**src/rtl/dcd_defines.svh**
```systemverilog
`ifndef DCD_DEFINES_SVH
`define DCD_DEFINES_SVH

// Strobe patterns {row, column, write}, active-low levels
`define DCD_PAT_MODE_LOAD   3'h0
`define DCD_PAT_REFRESH     3'h1
`define DCD_PAT_PRECHARGE   3'h2
`define DCD_PAT_ROW_OPEN    3'h3
`define DCD_PAT_WRITE       3'h4
`define DCD_PAT_READ        3'h5
`define DCD_PAT_CALIBRATION 3'h6
`define DCD_PAT_IDLE        3'h7

// Address bit positions sampled with a command
`define DCD_PRECHARGE_FLAG_BIT 10
`define DCD_CHOP_SELECT_BIT    12

// Burst size field of mode register zero
`define DCD_MR0_SIZE_LSB    0
`define DCD_MR0_SIZE_MSB    1
`define DCD_SIZE_FIXED_EIGHT 2'h0
`define DCD_SIZE_PER_COMMAND 2'h1
`define DCD_SIZE_FIXED_FOUR  2'h2

// Burst length in clocks (two beats per clock)
`define DCD_FULL_EIGHT_CLKS  3'h4
`define DCD_CHOPPED_FOUR_CLKS 3'h2

// Reset values
`define DCD_MODE_REG_RESET  16'h0000
`define DCD_MODE_REG_COUNT  4

`endif

```
**src/rtl/dcd_pkg.sv**
```systemverilog
package dcd_pkg;

  // Decoded command classes
  typedef enum logic [3:0] {
    CMD_NONE              = 4'h0,
    CMD_MODE_LOAD         = 4'h1,
    CMD_REFRESH           = 4'h2,
    CMD_PRECHARGE         = 4'h3,
    CMD_CLOSE_ALL_ROWS    = 4'h4,
    CMD_ROW_OPEN          = 4'h5,
    CMD_WRITE             = 4'h6,
    CMD_READ              = 4'h7,
    CMD_LONG_CALIBRATION  = 4'h8,
    CMD_SHORT_CALIBRATION = 4'h9,
    CMD_SELF_RENEW_ENTRY  = 4'ha,
    CMD_SELF_RENEW_EXIT   = 4'hb,
    CMD_SLEEP_ENTRY       = 4'hc,
    CMD_SLEEP_EXIT        = 4'hd,
    CMD_IDLE              = 4'he
  } dcd_cmd_t;

  // Power states
  typedef enum logic [1:0] {
    PWR_ACTIVE = 2'h0,
    PWR_SLEEP  = 2'h1,
    PWR_SELF   = 2'h2
  } dcd_pwr_t;

endpackage

```
**src/rtl/dcd_command_decoder.sv**
```systemverilog
// What this block does
// - Command from select, strobes, clock-enable at edge
// - Active-low reset is asynchronous only
// - Termination control never affects decoding
// - Bank operations hit only the addressed bank, except close all rows, which closes every bank
// - Mode load: bank picks one of four
// - Self-renew exit recognised without command clocking
// - Started bursts always run to completion
// - Mode register zero picks fixed or per-command size
// - Idle registers nothing, running work continues
// - Deselect behaves exactly like idle
// - No self refresh during sleep power-down
// - First long calibration initial, later operational
// - Bank, row, column widths follow configuration
// - Bit ten on access selects auto precharge
// - Per-command size: bit twelve low chops four
// - Row open stays open until precharged
`timescale 1ns/10ps
`include "dcd_defines.svh"

module dcd_command_decoder
  import dcd_pkg::*;
#(
  parameter int ADDR_W = 16,
  parameter int BANK_W = 3,
  parameter int ROW_W  = 16,
  parameter int COL_W  = 10
) (
  // Clock and reset
  input  wire logic              ref_clk,
  input  wire logic              rst_b,
  // Command pins from the controller
  input  wire logic              chipSelect_b,
  input  wire logic              rowStrobe_b,
  input  wire logic              colStrobe_b,
  input  wire logic              writeEnable_b,
  input  wire logic              clockEnable,
  input  wire logic [BANK_W-1:0] bankAddr,
  input  wire logic [ADDR_W-1:0] addr,
  input  wire logic              termination_control,
  // Decoded command
  output dcd_cmd_t               cmdCode_ff,
  output logic                   cmdValid_ff,
  output logic      [BANK_W-1:0] cmdBank_ff,
  output logic      [ROW_W-1:0]  cmdRow_ff,
  output logic      [COL_W-1:0]  cmdCol_ff,
  output logic                   autoPrecharge_ff,
  output logic                   chopped_four_burst_ff,
  // Device state
  output dcd_pwr_t               pwrState_ff,
  output logic [(1<<BANK_W)-1:0] bankOpen_ff,
  output logic                   burstBusy,
  output logic                   calInit_ff,
  output logic                   calOper_ff,
  output logic                   calShort_ff,
  output logic      [ADDR_W-1:0] mode_register_zero
);

  localparam int NBANK = 1 << BANK_W;
  localparam int PIN_W = 5 + BANK_W + ADDR_W;

  // Field widths follow configuration
  if (COL_W < 10 || COL_W > 11 || ROW_W > ADDR_W || ADDR_W < 13 ||
      BANK_W < 2) begin : g_bad_cfg
    $error("dcd_command_decoder: unsupported address configuration");
  end

  // Column from A[9:0], with A11 above it in wide-column parts
  function automatic logic [COL_W-1:0] colOf(input logic [ADDR_W-1:0] a);
    logic [10:0] c;
    c = {a[11], a[9:0]};
    return c[COL_W-1:0];
  endfunction

  // Idle or deselect on the sampled pins
  function automatic logic isQuiet(input logic cs, input logic [2:0] pat);
    return cs || (pat == `DCD_PAT_IDLE);
  endfunction

  // Two-stage synchronisers on all pins; termination control not sampled
  logic [PIN_W-1:0] pinMeta_ff;
  logic [PIN_W-1:0] pinSync_ff;

  always_ff @(posedge ref_clk or negedge rst_b) begin
    if (!rst_b) begin
      pinMeta_ff <= '0;
      pinSync_ff <= '0;
    end else begin
      pinMeta_ff <= {clockEnable, chipSelect_b, rowStrobe_b, colStrobe_b,
                     writeEnable_b, bankAddr, addr};
      pinSync_ff <= pinMeta_ff;
    end
  end

  logic              ckeNow;
  logic              csNow;
  logic [2:0]        patNow;
  logic [BANK_W-1:0] baNow;
  logic [ADDR_W-1:0] aNow;
  logic              ckePrev_ff;

  assign {ckeNow, csNow, patNow, baNow, aNow} = pinSync_ff;

  // Clock-enable level at the previous edge
  always_ff @(posedge ref_clk or negedge rst_b) begin
    if (!rst_b) begin
      ckePrev_ff <= 1'b0;
    end else begin
      ckePrev_ff <= ckeNow;
    end
  end

  logic       burstDone;
  logic [1:0] sizeMode;

  assign sizeMode = mode_register_zero[`DCD_MR0_SIZE_MSB:`DCD_MR0_SIZE_LSB];

  // Command classification
  dcd_cmd_t nxtCmd;

  always_comb begin
    nxtCmd = CMD_NONE;
    case (pwrState_ff)
      PWR_ACTIVE: begin
        if (ckePrev_ff && ckeNow) begin
          if (csNow) begin
            nxtCmd = CMD_IDLE;
          end else begin
            case (patNow)
              `DCD_PAT_MODE_LOAD: nxtCmd = CMD_MODE_LOAD;
              `DCD_PAT_REFRESH:   nxtCmd = CMD_REFRESH;
              `DCD_PAT_PRECHARGE: begin
                nxtCmd = aNow[`DCD_PRECHARGE_FLAG_BIT] ? CMD_CLOSE_ALL_ROWS
                                                       : CMD_PRECHARGE;
              end
              `DCD_PAT_ROW_OPEN:  nxtCmd = CMD_ROW_OPEN;
              `DCD_PAT_WRITE:     nxtCmd = burstBusy ? CMD_NONE : CMD_WRITE;
              `DCD_PAT_READ:      nxtCmd = burstBusy ? CMD_NONE : CMD_READ;
              `DCD_PAT_CALIBRATION: begin
                nxtCmd = aNow[`DCD_PRECHARGE_FLAG_BIT] ? CMD_LONG_CALIBRATION
                                                       : CMD_SHORT_CALIBRATION;
              end
              default:            nxtCmd = CMD_IDLE;
            endcase
          end
        end else if (ckePrev_ff && !ckeNow) begin
          if (!csNow && patNow == `DCD_PAT_REFRESH) begin
            nxtCmd = CMD_SELF_RENEW_ENTRY;
          end else if (isQuiet(csNow, patNow)) begin
            nxtCmd = CMD_SLEEP_ENTRY;
          end
        end
      end
      PWR_SLEEP: begin
        if (!ckePrev_ff && ckeNow && isQuiet(csNow, patNow)) begin
          nxtCmd = CMD_SLEEP_EXIT;
        end
      end
      PWR_SELF: begin
        // Exit taken from clock-enable alone, command pins not needed
        if (ckeNow) begin
          nxtCmd = CMD_SELF_RENEW_EXIT;
        end
      end
      default: nxtCmd = CMD_NONE;
    endcase
  end

  logic nxtAccess;
  logic nxtChop;

  assign nxtAccess = (nxtCmd == CMD_READ) || (nxtCmd == CMD_WRITE);

  // Burst size from mode register zero or per command
  always_comb begin
    case (sizeMode)
      `DCD_SIZE_PER_COMMAND: nxtChop = !aNow[`DCD_CHOP_SELECT_BIT];
      `DCD_SIZE_FIXED_FOUR:  nxtChop = 1'b1;
      default:               nxtChop = 1'b0;
    endcase
  end

  // Registered command outputs
  always_ff @(posedge ref_clk or negedge rst_b) begin
    if (!rst_b) begin
      cmdCode_ff            <= CMD_NONE;
      cmdValid_ff           <= 1'b0;
      cmdBank_ff            <= '0;
      cmdRow_ff             <= '0;
      cmdCol_ff             <= '0;
      autoPrecharge_ff      <= 1'b0;
      chopped_four_burst_ff <= 1'b0;
    end else begin
      cmdCode_ff            <= nxtCmd;
      cmdValid_ff           <= (nxtCmd != CMD_NONE) && (nxtCmd != CMD_IDLE);
      cmdBank_ff            <= baNow;
      cmdRow_ff             <= aNow[ROW_W-1:0];
      cmdCol_ff             <= colOf(aNow);
      autoPrecharge_ff      <= nxtAccess && aNow[`DCD_PRECHARGE_FLAG_BIT];
      chopped_four_burst_ff <= nxtAccess && nxtChop;
    end
  end

  // Power state; no internal refresh is scheduled while asleep
  always_ff @(posedge ref_clk or negedge rst_b) begin
    if (!rst_b) begin
      pwrState_ff <= PWR_ACTIVE;
    end else begin
      case (nxtCmd)
        CMD_SELF_RENEW_ENTRY: pwrState_ff <= PWR_SELF;
        CMD_SLEEP_ENTRY:      pwrState_ff <= PWR_SLEEP;
        CMD_SLEEP_EXIT:       pwrState_ff <= PWR_ACTIVE;
        CMD_SELF_RENEW_EXIT:  pwrState_ff <= PWR_ACTIVE;
        default:              pwrState_ff <= pwrState_ff;
      endcase
    end
  end

  // Mode registers, bank address selects the word
  dcd_mode_mem #(
    .WIDTH (ADDR_W),
    .DEPTH (`DCD_MODE_REG_COUNT)
  ) u_mode_mem (
    .ref_clk   (ref_clk),
    .rst_b     (rst_b),
    .wrEn      (nxtCmd == CMD_MODE_LOAD),
    .wrAddr    (baNow[1:0]),
    .wrData    (aNow),
    .rdAddr    (2'h0),
    .rdData_ff (mode_register_zero)
  );

  // Burst runs its full length once started
  dcd_burst_timer #(
    .CNT_W (3)
  ) u_burst_timer (
    .ref_clk (ref_clk),
    .rst_b   (rst_b),
    .start   (nxtAccess),
    .clocks  (nxtChop ? `DCD_CHOPPED_FOUR_CLKS : `DCD_FULL_EIGHT_CLKS),
    .busy_ff (burstBusy),
    .done_ff (burstDone)
  );

  // Pending auto precharge of the burst's bank
  logic              apPend_ff;
  logic [BANK_W-1:0] apBank_ff;

  always_ff @(posedge ref_clk or negedge rst_b) begin
    if (!rst_b) begin
      apPend_ff <= 1'b0;
      apBank_ff <= '0;
    end else if (nxtAccess) begin
      apPend_ff <= aNow[`DCD_PRECHARGE_FLAG_BIT];
      apBank_ff <= baNow;
    end else if (burstDone) begin
      apPend_ff <= 1'b0;
    end
  end

  // Open-row tracking per bank
  always_ff @(posedge ref_clk or negedge rst_b) begin
    if (!rst_b) begin
      bankOpen_ff <= '0;
    end else begin
      for (int b = 0; b < NBANK; b++) begin
        if (nxtCmd == CMD_ROW_OPEN && baNow == BANK_W'(b)) begin
          bankOpen_ff[b] <= 1'b1;
        end else if (nxtCmd == CMD_CLOSE_ALL_ROWS) begin
          bankOpen_ff[b] <= 1'b0;
        end else if (nxtCmd == CMD_PRECHARGE && baNow == BANK_W'(b)) begin
          bankOpen_ff[b] <= 1'b0;
        end else if (burstDone && apPend_ff && apBank_ff == BANK_W'(b)) begin
          bankOpen_ff[b] <= 1'b0;
        end
      end
    end
  end

  // Calibration kind; first long one is the initial calibration
  logic initDone_ff;

  always_ff @(posedge ref_clk or negedge rst_b) begin
    if (!rst_b) begin
      initDone_ff <= 1'b0;
      calInit_ff  <= 1'b0;
      calOper_ff  <= 1'b0;
      calShort_ff <= 1'b0;
    end else begin
      calInit_ff  <= (nxtCmd == CMD_LONG_CALIBRATION) && !initDone_ff;
      calOper_ff  <= (nxtCmd == CMD_LONG_CALIBRATION) && initDone_ff;
      calShort_ff <= (nxtCmd == CMD_SHORT_CALIBRATION);
      if (nxtCmd == CMD_LONG_CALIBRATION) begin
        initDone_ff <= 1'b1;
      end
    end
  end

  // Deselect registers nothing
  property p_deselect_quiet;
    @(posedge ref_clk) disable iff (!rst_b)
      (pwrState_ff == PWR_ACTIVE && ckePrev_ff && ckeNow && csNow)
      |=> !cmdValid_ff && cmdCode_ff == CMD_IDLE;
  endproperty
  a_deselect_quiet: assert property (p_deselect_quiet)
    else $error("deselect produced a command");

  // Idle leaves a running burst running
  property p_idle_keeps_burst;
    @(posedge ref_clk) disable iff (!rst_b)
      (burstBusy && !burstDone && nxtCmd == CMD_IDLE) |=> !cmdValid_ff;
  endproperty
  a_idle_keeps_burst: assert property (p_idle_keeps_burst)
    else $error("idle registered an operation");

  // Full burst occupies exactly four clocks
  property p_full_burst;
    @(posedge ref_clk) disable iff (!rst_b)
      (cmdValid_ff && cmdCode_ff == CMD_READ && !chopped_four_burst_ff)
      |-> burstBusy [*4] ##1 !burstBusy;
  endproperty
  a_full_burst: assert property (p_full_burst)
    else $error("burst length wrong");

  // Auto precharge closes the bank at burst end
  property p_auto_close;
    @(posedge ref_clk) disable iff (!rst_b)
      (burstDone && apPend_ff && nxtCmd != CMD_ROW_OPEN)
      |=> !bankOpen_ff[$past(apBank_ff)];
  endproperty
  a_auto_close: assert property (p_auto_close)
    else $error("auto precharge did not close bank");

  // Refresh with falling clock-enable enters self-renew
  property p_self_entry;
    @(posedge ref_clk) disable iff (!rst_b)
      (pwrState_ff == PWR_ACTIVE && ckePrev_ff && !ckeNow && !csNow &&
       patNow == `DCD_PAT_REFRESH) |=> pwrState_ff == PWR_SELF;
  endproperty
  a_self_entry: assert property (p_self_entry)
    else $error("self-renew entry missed");

  // Clock-enable high leaves self-renew whatever the command pins
  property p_self_exit;
    @(posedge ref_clk) disable iff (!rst_b)
      (pwrState_ff == PWR_SELF && ckeNow)
      |=> pwrState_ff == PWR_ACTIVE && cmdCode_ff == CMD_SELF_RENEW_EXIT;
  endproperty
  a_self_exit: assert property (p_self_exit)
    else $error("self-renew exit missed");

  // Initial calibration only once after reset
  property p_cal_init_once;
    @(posedge ref_clk) disable iff (!rst_b)
      calInit_ff |-> cmdCode_ff == CMD_LONG_CALIBRATION && !$past(initDone_ff);
  endproperty
  a_cal_init_once: assert property (p_cal_init_once)
    else $error("initial calibration repeated");

  // Row open marks the addressed bank
  property p_row_open_bank;
    @(posedge ref_clk) disable iff (!rst_b)
      (cmdValid_ff && cmdCode_ff == CMD_ROW_OPEN) |-> bankOpen_ff[cmdBank_ff];
  endproperty
  a_row_open_bank: assert property (p_row_open_bank)
    else $error("row open did not mark its bank");

endmodule // dcd_command_decoder

```
**src/rtl/dcd_mode_mem.sv**
```systemverilog
`timescale 1ns/10ps
`include "dcd_defines.svh"

module dcd_mode_mem
  import dcd_pkg::*;
#(
  parameter int WIDTH = 16,
  parameter int DEPTH = `DCD_MODE_REG_COUNT
) (
  // Clock and reset
  input  wire logic                     ref_clk,
  input  wire logic                     rst_b,
  // Write port
  input  wire logic                     wrEn,
  input  wire logic [$clog2(DEPTH)-1:0] wrAddr,
  input  wire logic [WIDTH-1:0]         wrData,
  // Read port, registered
  input  wire logic [$clog2(DEPTH)-1:0] rdAddr,
  output logic      [WIDTH-1:0]         rdData_ff
);

  if (DEPTH < 2 || WIDTH < 2) begin : g_bad_size
    $error("dcd_mode_mem: size too small");
  end

  logic [WIDTH-1:0] mem_ff [DEPTH];

  // Storage words
  always_ff @(posedge ref_clk or negedge rst_b) begin
    if (!rst_b) begin
      for (int i = 0; i < DEPTH; i++) begin
        mem_ff[i] <= WIDTH'(`DCD_MODE_REG_RESET);
      end
    end else if (wrEn) begin
      mem_ff[wrAddr] <= wrData;
    end
  end

  // Registered read
  always_ff @(posedge ref_clk or negedge rst_b) begin
    if (!rst_b) begin
      rdData_ff <= WIDTH'(`DCD_MODE_REG_RESET);
    end else begin
      rdData_ff <= mem_ff[rdAddr];
    end
  end

endmodule // dcd_mode_mem

```
**src/rtl/dcd_burst_timer.sv**
```systemverilog
`timescale 1ns/10ps

module dcd_burst_timer
  import dcd_pkg::*;
#(
  parameter int CNT_W = 3
) (
  // Clock and reset
  input  wire logic             ref_clk,
  input  wire logic             rst_b,
  // Burst start
  input  wire logic             start,
  input  wire logic [CNT_W-1:0] clocks,
  // Status
  output logic                  busy_ff,
  output logic                  done_ff
);

  if (CNT_W < 2) begin : g_bad_width
    $error("dcd_burst_timer: counter too narrow");
  end

  logic [CNT_W-1:0] cnt_ff;

  // Runs a started burst to its end; a start while busy is ignored
  always_ff @(posedge ref_clk or negedge rst_b) begin
    if (!rst_b) begin
      busy_ff <= 1'b0;
      done_ff <= 1'b0;
      cnt_ff  <= '0;
    end else begin
      done_ff <= 1'b0;
      if (!busy_ff && start) begin
        busy_ff <= 1'b1;
        cnt_ff  <= clocks - CNT_W'(1);
      end else if (busy_ff) begin
        if (cnt_ff == '0) begin
          busy_ff <= 1'b0;
          done_ff <= 1'b1;
        end else begin
          cnt_ff <= cnt_ff - CNT_W'(1);
        end
      end
    end
  end

endmodule // dcd_burst_timer

```
**config.mk**
```make
export PLATFORM = sky130hd
export DESIGN_NAME = dcd_command_decoder
export DESIGN_NICKNAME = d
export VERILOG_FILES = /design/src/rtl/dcd_pkg.sv /design/src/rtl/dcd_command_decoder.sv /design/src/rtl/dcd_mode_mem.sv /design/src/rtl/dcd_burst_timer.sv
export VERILOG_INCLUDE_DIRS = /design/src /design/src/rtl
export SDC_FILE = /design/constraint.sdc
export NUM_CORES = 1
export LEC_CHECK = 0
export ABC_AREA = 1
export BUFFER_PORTS_ARGS = -buffer_cell sky130_fd_sc_hd__buf_2
export CAP_MARGIN = 25
export CORE_AREA = 4 4 112 114
export DETAILED_ROUTE_END_ITERATION = 12
export DIE_AREA = 0 0 116 118
export HOLD_SLACK_MARGIN = 0.12
export PLACE_DENSITY = 0.58
export SYNTH_ARGS = -nofsm -noshare
export SYNTH_HDL_FRONTEND = slang
export SYNTH_SLANG_ARGS = --single-unit
```
**constraint.sdc**
```tcl
create_clock -name ref_clk -period 4 [get_ports ref_clk]
set_input_delay 0.4 -clock ref_clk [delete_from_list [all_inputs] [get_ports ref_clk]]
set_output_delay 0.4 -clock ref_clk [all_outputs]
set_load 0.005 [all_outputs]
```
After elaboration in Yosys (flattened, before gate mapping)
Index checks and enable logic that the tools add are counted.
- multiplexer cells: 62
- order comparisons: 2
- bitwise gates (word level): 1
- $add $sub $neg: 2
- equality and inequality tests: 39
- reductions and logical operators: 64
- operators with widths (cell ; number):
    64-bit bitwise mux ; 1
    1-bit 2-to-1 mux ; 41
    1-bit logical AND ; 37
    3-bit equality test, second input constant ; 12
    4-bit nonzero test ; 9
    16-bit demux with 2-bit select ; 1
    4-bit 2-to-1 mux ; 7
    4-bit case mux with 7 select lines ; 1
    4-bit equality test, second input constant ; 6
    3-bit 2-to-1 mux ; 7
    3-bit by 2-bit equality test with 1-bit output, second input constant ; 6
    4-bit by 3-bit equality test with 1-bit output, second input constant ; 4
    16-bit 2-to-1 mux ; 1
    3-bit logical NOT ; 4
    4-bit case mux with 3 select lines ; 1
    3-bit by 1-bit equality test with 1-bit output, second input constant ; 3
    1-bit logical NOT ; 6
    2-bit case mux with 3 select lines ; 1
    3-bit by 1-bit subtractor with 3-bit output, second input constant ; 2
    2-bit by 1-bit equality test with 1-bit output, second input constant ; 2
    2-bit equality test, second input constant ; 2
    4-bit by 1-bit equality test with 1-bit output, second input constant ; 1
    4-bit by 2-bit equality test with 1-bit output, second input constant ; 1
    4-bit != test, second input constant ; 1
    11 further kinds ; 13
- output and inout port bits: 66
- flip-flop bits (word level): 188
- word-level logic and storage cells: 203

Longest topological paths before layout
- depth in word-level cells: 12
- depth in mapped cells: 17
- gate-level depth less buffers: 16

By module
A second synthesis with hierarchy kept.
- cell total of the unflattened synthesis: 807
- area, all modules: 7447.1 um2
- by module, submodules not included (module ; area an instance (um2) ; cells an instance ; times used):
    dcd_mode_mem ; 3847.4 ; 486 ; 1
    dcd_command_decoder ; 3313.2 ; 285 ; 1
    dcd_burst_timer ; 286.5 ; 36 ; 1

Worst setup path after synthesis
Ideal clock, no wire load.
- path type: register -> register
- start: register pinSync_ff[21]
- end: register u_burst_timer.cnt_ff[2]
- data required time: 3.882 ns
- data arrival time: 1.884 ns
- cell stages (with the launch flop): 16
- slack: 1.998 ns
- path buffers: 2
- period minus slack after synthesis: 2.002 ns
- path through: dfrtp_1 buf_4 nand3_2 nand2_2 nand4_2 nand2_2 a21oi_4 nand3_2 buf_2 nand2_1 nand2_1 ha_1 inv_1 nand3_1 nand3_1 nand2_1
- cells in the longest elaborated chain, start to end: 12
- ends and longest elaborated chain (item ; line ; source):
    start: declaration ; dcd_command_decoder.sv:82 ; logic [PIN_W-1:0] pinSync_ff;
    start signal: assignment ; dcd_command_decoder.sv:91 ; pinSync_ff <= pinMeta_ff;
    3-bit equality test (no line) ; n/a ;
    1-bit logical OR ; dcd_command_decoder.sv:77 ; return cs || (pat == `DCD_PAT_IDLE);
    4-bit 2-to-1 mux ; dcd_command_decoder.sv:149 ; end else if (isQuiet(csNow, patNow)) begin
    4-bit 2-to-1 mux ; dcd_command_decoder.sv:147 ; if (!csNow && patNow == `DCD_PAT_REFRESH) begin
    4-bit 2-to-1 mux ; dcd_command_decoder.sv:146 ; end else if (ckePrev_ff && !ckeNow) begin
    4-bit 2-to-1 mux ; dcd_command_decoder.sv:125 ; if (ckePrev_ff && ckeNow) begin
    4-bit case mux with 3 select lines * ; dcd_command_decoder.sv:123 ; case (pwrState_ff)
    4-bit by 3-bit equality test with 1-bit output ; dcd_command_decoder.sv:172 ; assign nxtAccess = (nxtCmd == CMD_READ) || (nxtCmd == CMD_WRITE);
    1-bit logical OR * ; dcd_command_decoder.sv:172 ;
    1-bit logical AND * ; dcd_burst_timer.sv:33 ; if (!busy_ff && start) begin
    2-bit by 1-bit != test with 1-bit output (no line) / 2-bit nonzero test (equally long branches) ; n/a ;
    2-bit AND reduction (no line) ; n/a ;
    end signal: assignment ; dcd_burst_timer.sv:35 ; cnt_ff <= clocks - CNT_W'(1);
    end signal: assignment ; dcd_burst_timer.sv:41 ; cnt_ff <= cnt_ff - CNT_W'(1);
    end: declaration ; dcd_burst_timer.sv:23 ; logic [CNT_W-1:0] cnt_ff;
Mark *: on every way between the ends. The rest lies on a longest branch, timed or not.
A chain may end at the register's enable or synchronous reset.

Worst setup path after layout
Same ends and word-level chain as after synthesis.

==> impl_metrics.toml <==
[sta]
setup_viol = 0
rsz0062_at_grt = "false"
layout_min_cycle_time_ns = 2.22
drv_slew = 0
worstMarginPinSlew_ns = 0.848
tns_ns = 0
maxSlewHeadroom_pct = 43.4
clock_skew_ns = 0.00637
max_freq_mhz = 450
hold_slack_ns = 0.343
hold_viol = 0
post-route-period-util_pct = 55.5
fin_ws_ns = 1.78

[yosys]
synthCells = 380
synth_area_per_cell_um2 = 11.9
syn_area_um2 = 4510
async_flop_share_pct = 100
synth.most_common_cell = "dfrtp_1"
synth_seq_area_share_pct = 72.1
synth_fp_nets = 410
yosysWarnings = 0
synthFlopType = "dfrtp_1"
synth-seq-cells = 130
synth_edf_count = 0
synth_cell_types = 28
synth.largest_area_cell = "dfrtp_1"
synthTopCellsByCount = "dfrtp_1 (130), nand2_1 (85), nand3_1 (41)"
synth_top_area_share_pct = 72.1
yosys-top-cells-area = "dfrtp_1 (72%), nand2_1 (7.1%), nand3_1 (4.5%)"

[floorplan]
num_rows = 39
io_pins = 93
start_util_pct = 39.5
die_y_um = 118
die-area_um2 = 13700
core-area_um2 = 11400
fp.dieW_um = 116

[setup_path]
arrival_ns = 2.52
crit_path_end_kind = "register"
critPathLaunchType = "register"
cp.required_ns = 4.30
path_max_fanout = 15
path_class = "register to register"

[placed_design]
dp_slack_ns = 1.79
place_hpwl_mm = 5.80
portBuffers = 91
place_congestion = 0.807

[power]
static-leakage-power_nw = 3.03
p_per_area_nw_per_um2 = 676
irDropWorstVdd_mv = 0.415

[route]
wl_met1_mm = 3.80
met3_length_um = 614
ant_nets = 0
routedWlPerCell_um = 13.8
wl_mm = 9.06
drc_errors = 0
via_per_inst = 4.61
vias = 3022
wl_met2_mm = 4.51
dr.pass1.iters = 5
top_layer = "met4"
drt_iter0_markers = 236

[clocking]
clk_path_buf_depth = 2
cts-root-buf = "clkbuf_16"
htreeDepth = 4
cts_sinks = 130
cts_tree = "yes"
clkLatencyLatePin_ns = 0.41
numCtsBuffers = 17
cts_resized = 0
clk_pin_slew_worst_paths_ns = 0.06

[run_status]
status = "completed"

[finish]
drive_gt1_share_pct = 28.5
utilization_pct = 51.8
n_antenna_cell = 0
areaGrowthSynthToFinish_pct = 31.1
nets = 530

[global_route]
antenna_found_initial = 0
globalRouteOverflowTotal = 0
grtUsageTotal_pct = 14.4
grt_max_degree = 99
grt_pass1_wl_mm = 15.0
grt_pass1_vias = 3049

[flow_run]
maxCapViolCount = 0

[hold_path]
hp-class = "register to register"
area by class of cell:
| class | instances | area, µm² |
|---|---|---|
| Clock buffer | 20 | 467 |
| Clock inverter | 12 | 154 |
| Fill cell | 1015 | 5510 |
| Inverter | 28 | 108 |
| Multi-Input combinational cell | 206 | 1030 |
| Sequential cell | 130 | 3250 |
| Tap cell | 143 | 179 |
| Timing Repair Buffer | 117 | 719 |
flip-flops by register name, indices dropped and copies added, names as in the netlist, 2 cells and up:
name and count:
cmdCode_ff 4, apBank_ff 3, cmdRow_ff 7, u_mode_mem.mem_ff 16, pwrState_ff 2, u_mode_mem.rdData_ff 16, pinMeta_ff 24, pinSync_ff 24
cmdBank_ff 3, bankOpen_ff 8, cmdCol_ff 9, u_burst_timer.cnt_ff 3
report_power, final:
| part | leakage (nW) | total, mW | switching [mW] | internal [mW] |
|---|---|---|---|---|
| clock network | 0.299 | 1.59 | 0.562 | 1.03 |
| registers | 1.60 | 1.72 | 0.144 | 1.58 |
| logic | 1.13 | 0.683 | 0.420 | 0.263 |
| total | 3.03 | 3.99 | 1.13 | 2.87 |
final timing paths:
path,start,cells after the start,slack [ns],endpoint
worst min-delay path,pinMeta_ff[21],0,0.34,pinSync_ff[21]
worst min register to register,pinMeta_ff[21],0,0.34,pinSync_ff[21]
worst max register to register,pinSync_ff[21],13,1.78,u_burst_timer.cnt_ff[2]
worst max-delay path,pinSync_ff[21],13,1.78,u_burst_timer.cnt_ff[2]
max in group asynchronous,rst_b,3,2.40,u_burst_timer.cnt_ff[2]
min in group asynchronous,rst_b,2,0.63,cmdCol_ff[3]
metrics by stage:
step                      cell area (µm²)  std cells  power [mW]
after floorplan                      4510        380        2.13
after detailed placement             5040        599        2.42
after global placement               5040        599        2.38
after global routing                 5910        656        4.24
final                                5910        656        3.99
after CTS                            5910        656        4.05
what timing repair did:
item | 4_1_cts | 5_1_grt
endpoints found under the setup margin | 0 | 0
buffers inserted | 0 | 0
endpoints found under the hold margin | 104 | 0
hold buffers | 25 | 0
per-layer routing:
metal | GRT usage, % | vias up
met5 | 0 | -
met4 | 5.58 | 0
met3 | 6.38 | 14
met2 | 22.3 | 96
met1 | 17.6 | 1452
li1 | - | 1460
logic make-up (layout without fill, tap and decap cells):
| group | count (synthesis) | count (layout) | share of synthesized area, % |
|---|---|---|---|
| AND/OR/NAND/NOR | 187 | 187 | 19.8 |
| buffers and inverters | 44 | 177 | 4.97 |
| AO/OA/AOI/OAI | 16 | 16 | 2.25 |
| flip-flops | 130 | 130 | 72.1 |
| adder cells (fa/ha/maj) | 3 | 3 | 0.832 |
worst max-delay path, cell delays in order (launching register included):
cell	delay [ns]
dfrtp_1	0.46
nand3_2	0.11
nand2_2	0.10
nand2_1	0.08
nand3_1	0.12
a21oi_4	0.25
nand3_2	0.29
nand2_1	0.13
nand2_1	0.07
ha_1	0.22
inv_1	0.06
nand3_1	0.07
nand3_1	0.09
nand2_1	0.05
cells in the final DEF (no fill, tap or decap):
master	count
a21oi_1	4
a21oi_4	1
a31oi_2	1
buf_2	90
buf_4	1
buf_6	1
bufinv_16	3
clkbuf_16	17
clkbuf_8	3
clkinv_1	1
clkinv_2	3
clkinv_4	1
clkinvlp_4	3
dfrtp_1	130
dlygate4sd3_1	25
ha_1	3
inv_1	22
inv_2	4
inv_4	1
inv_6	2
nand2_1	85
nand2_2	3
nand2_4	3
nand3_1	41
nand3_2	2
nand3b_1	2
nand4_1	12
nand4_2	1
nor2_1	24
nor2_2	3
nor2_8	2
nor3_1	8
o21a_1	1
o21ai_0	3
o21ai_1	6
or2_2	1
No activity file was read; power rests on OpenSTA's default activity.
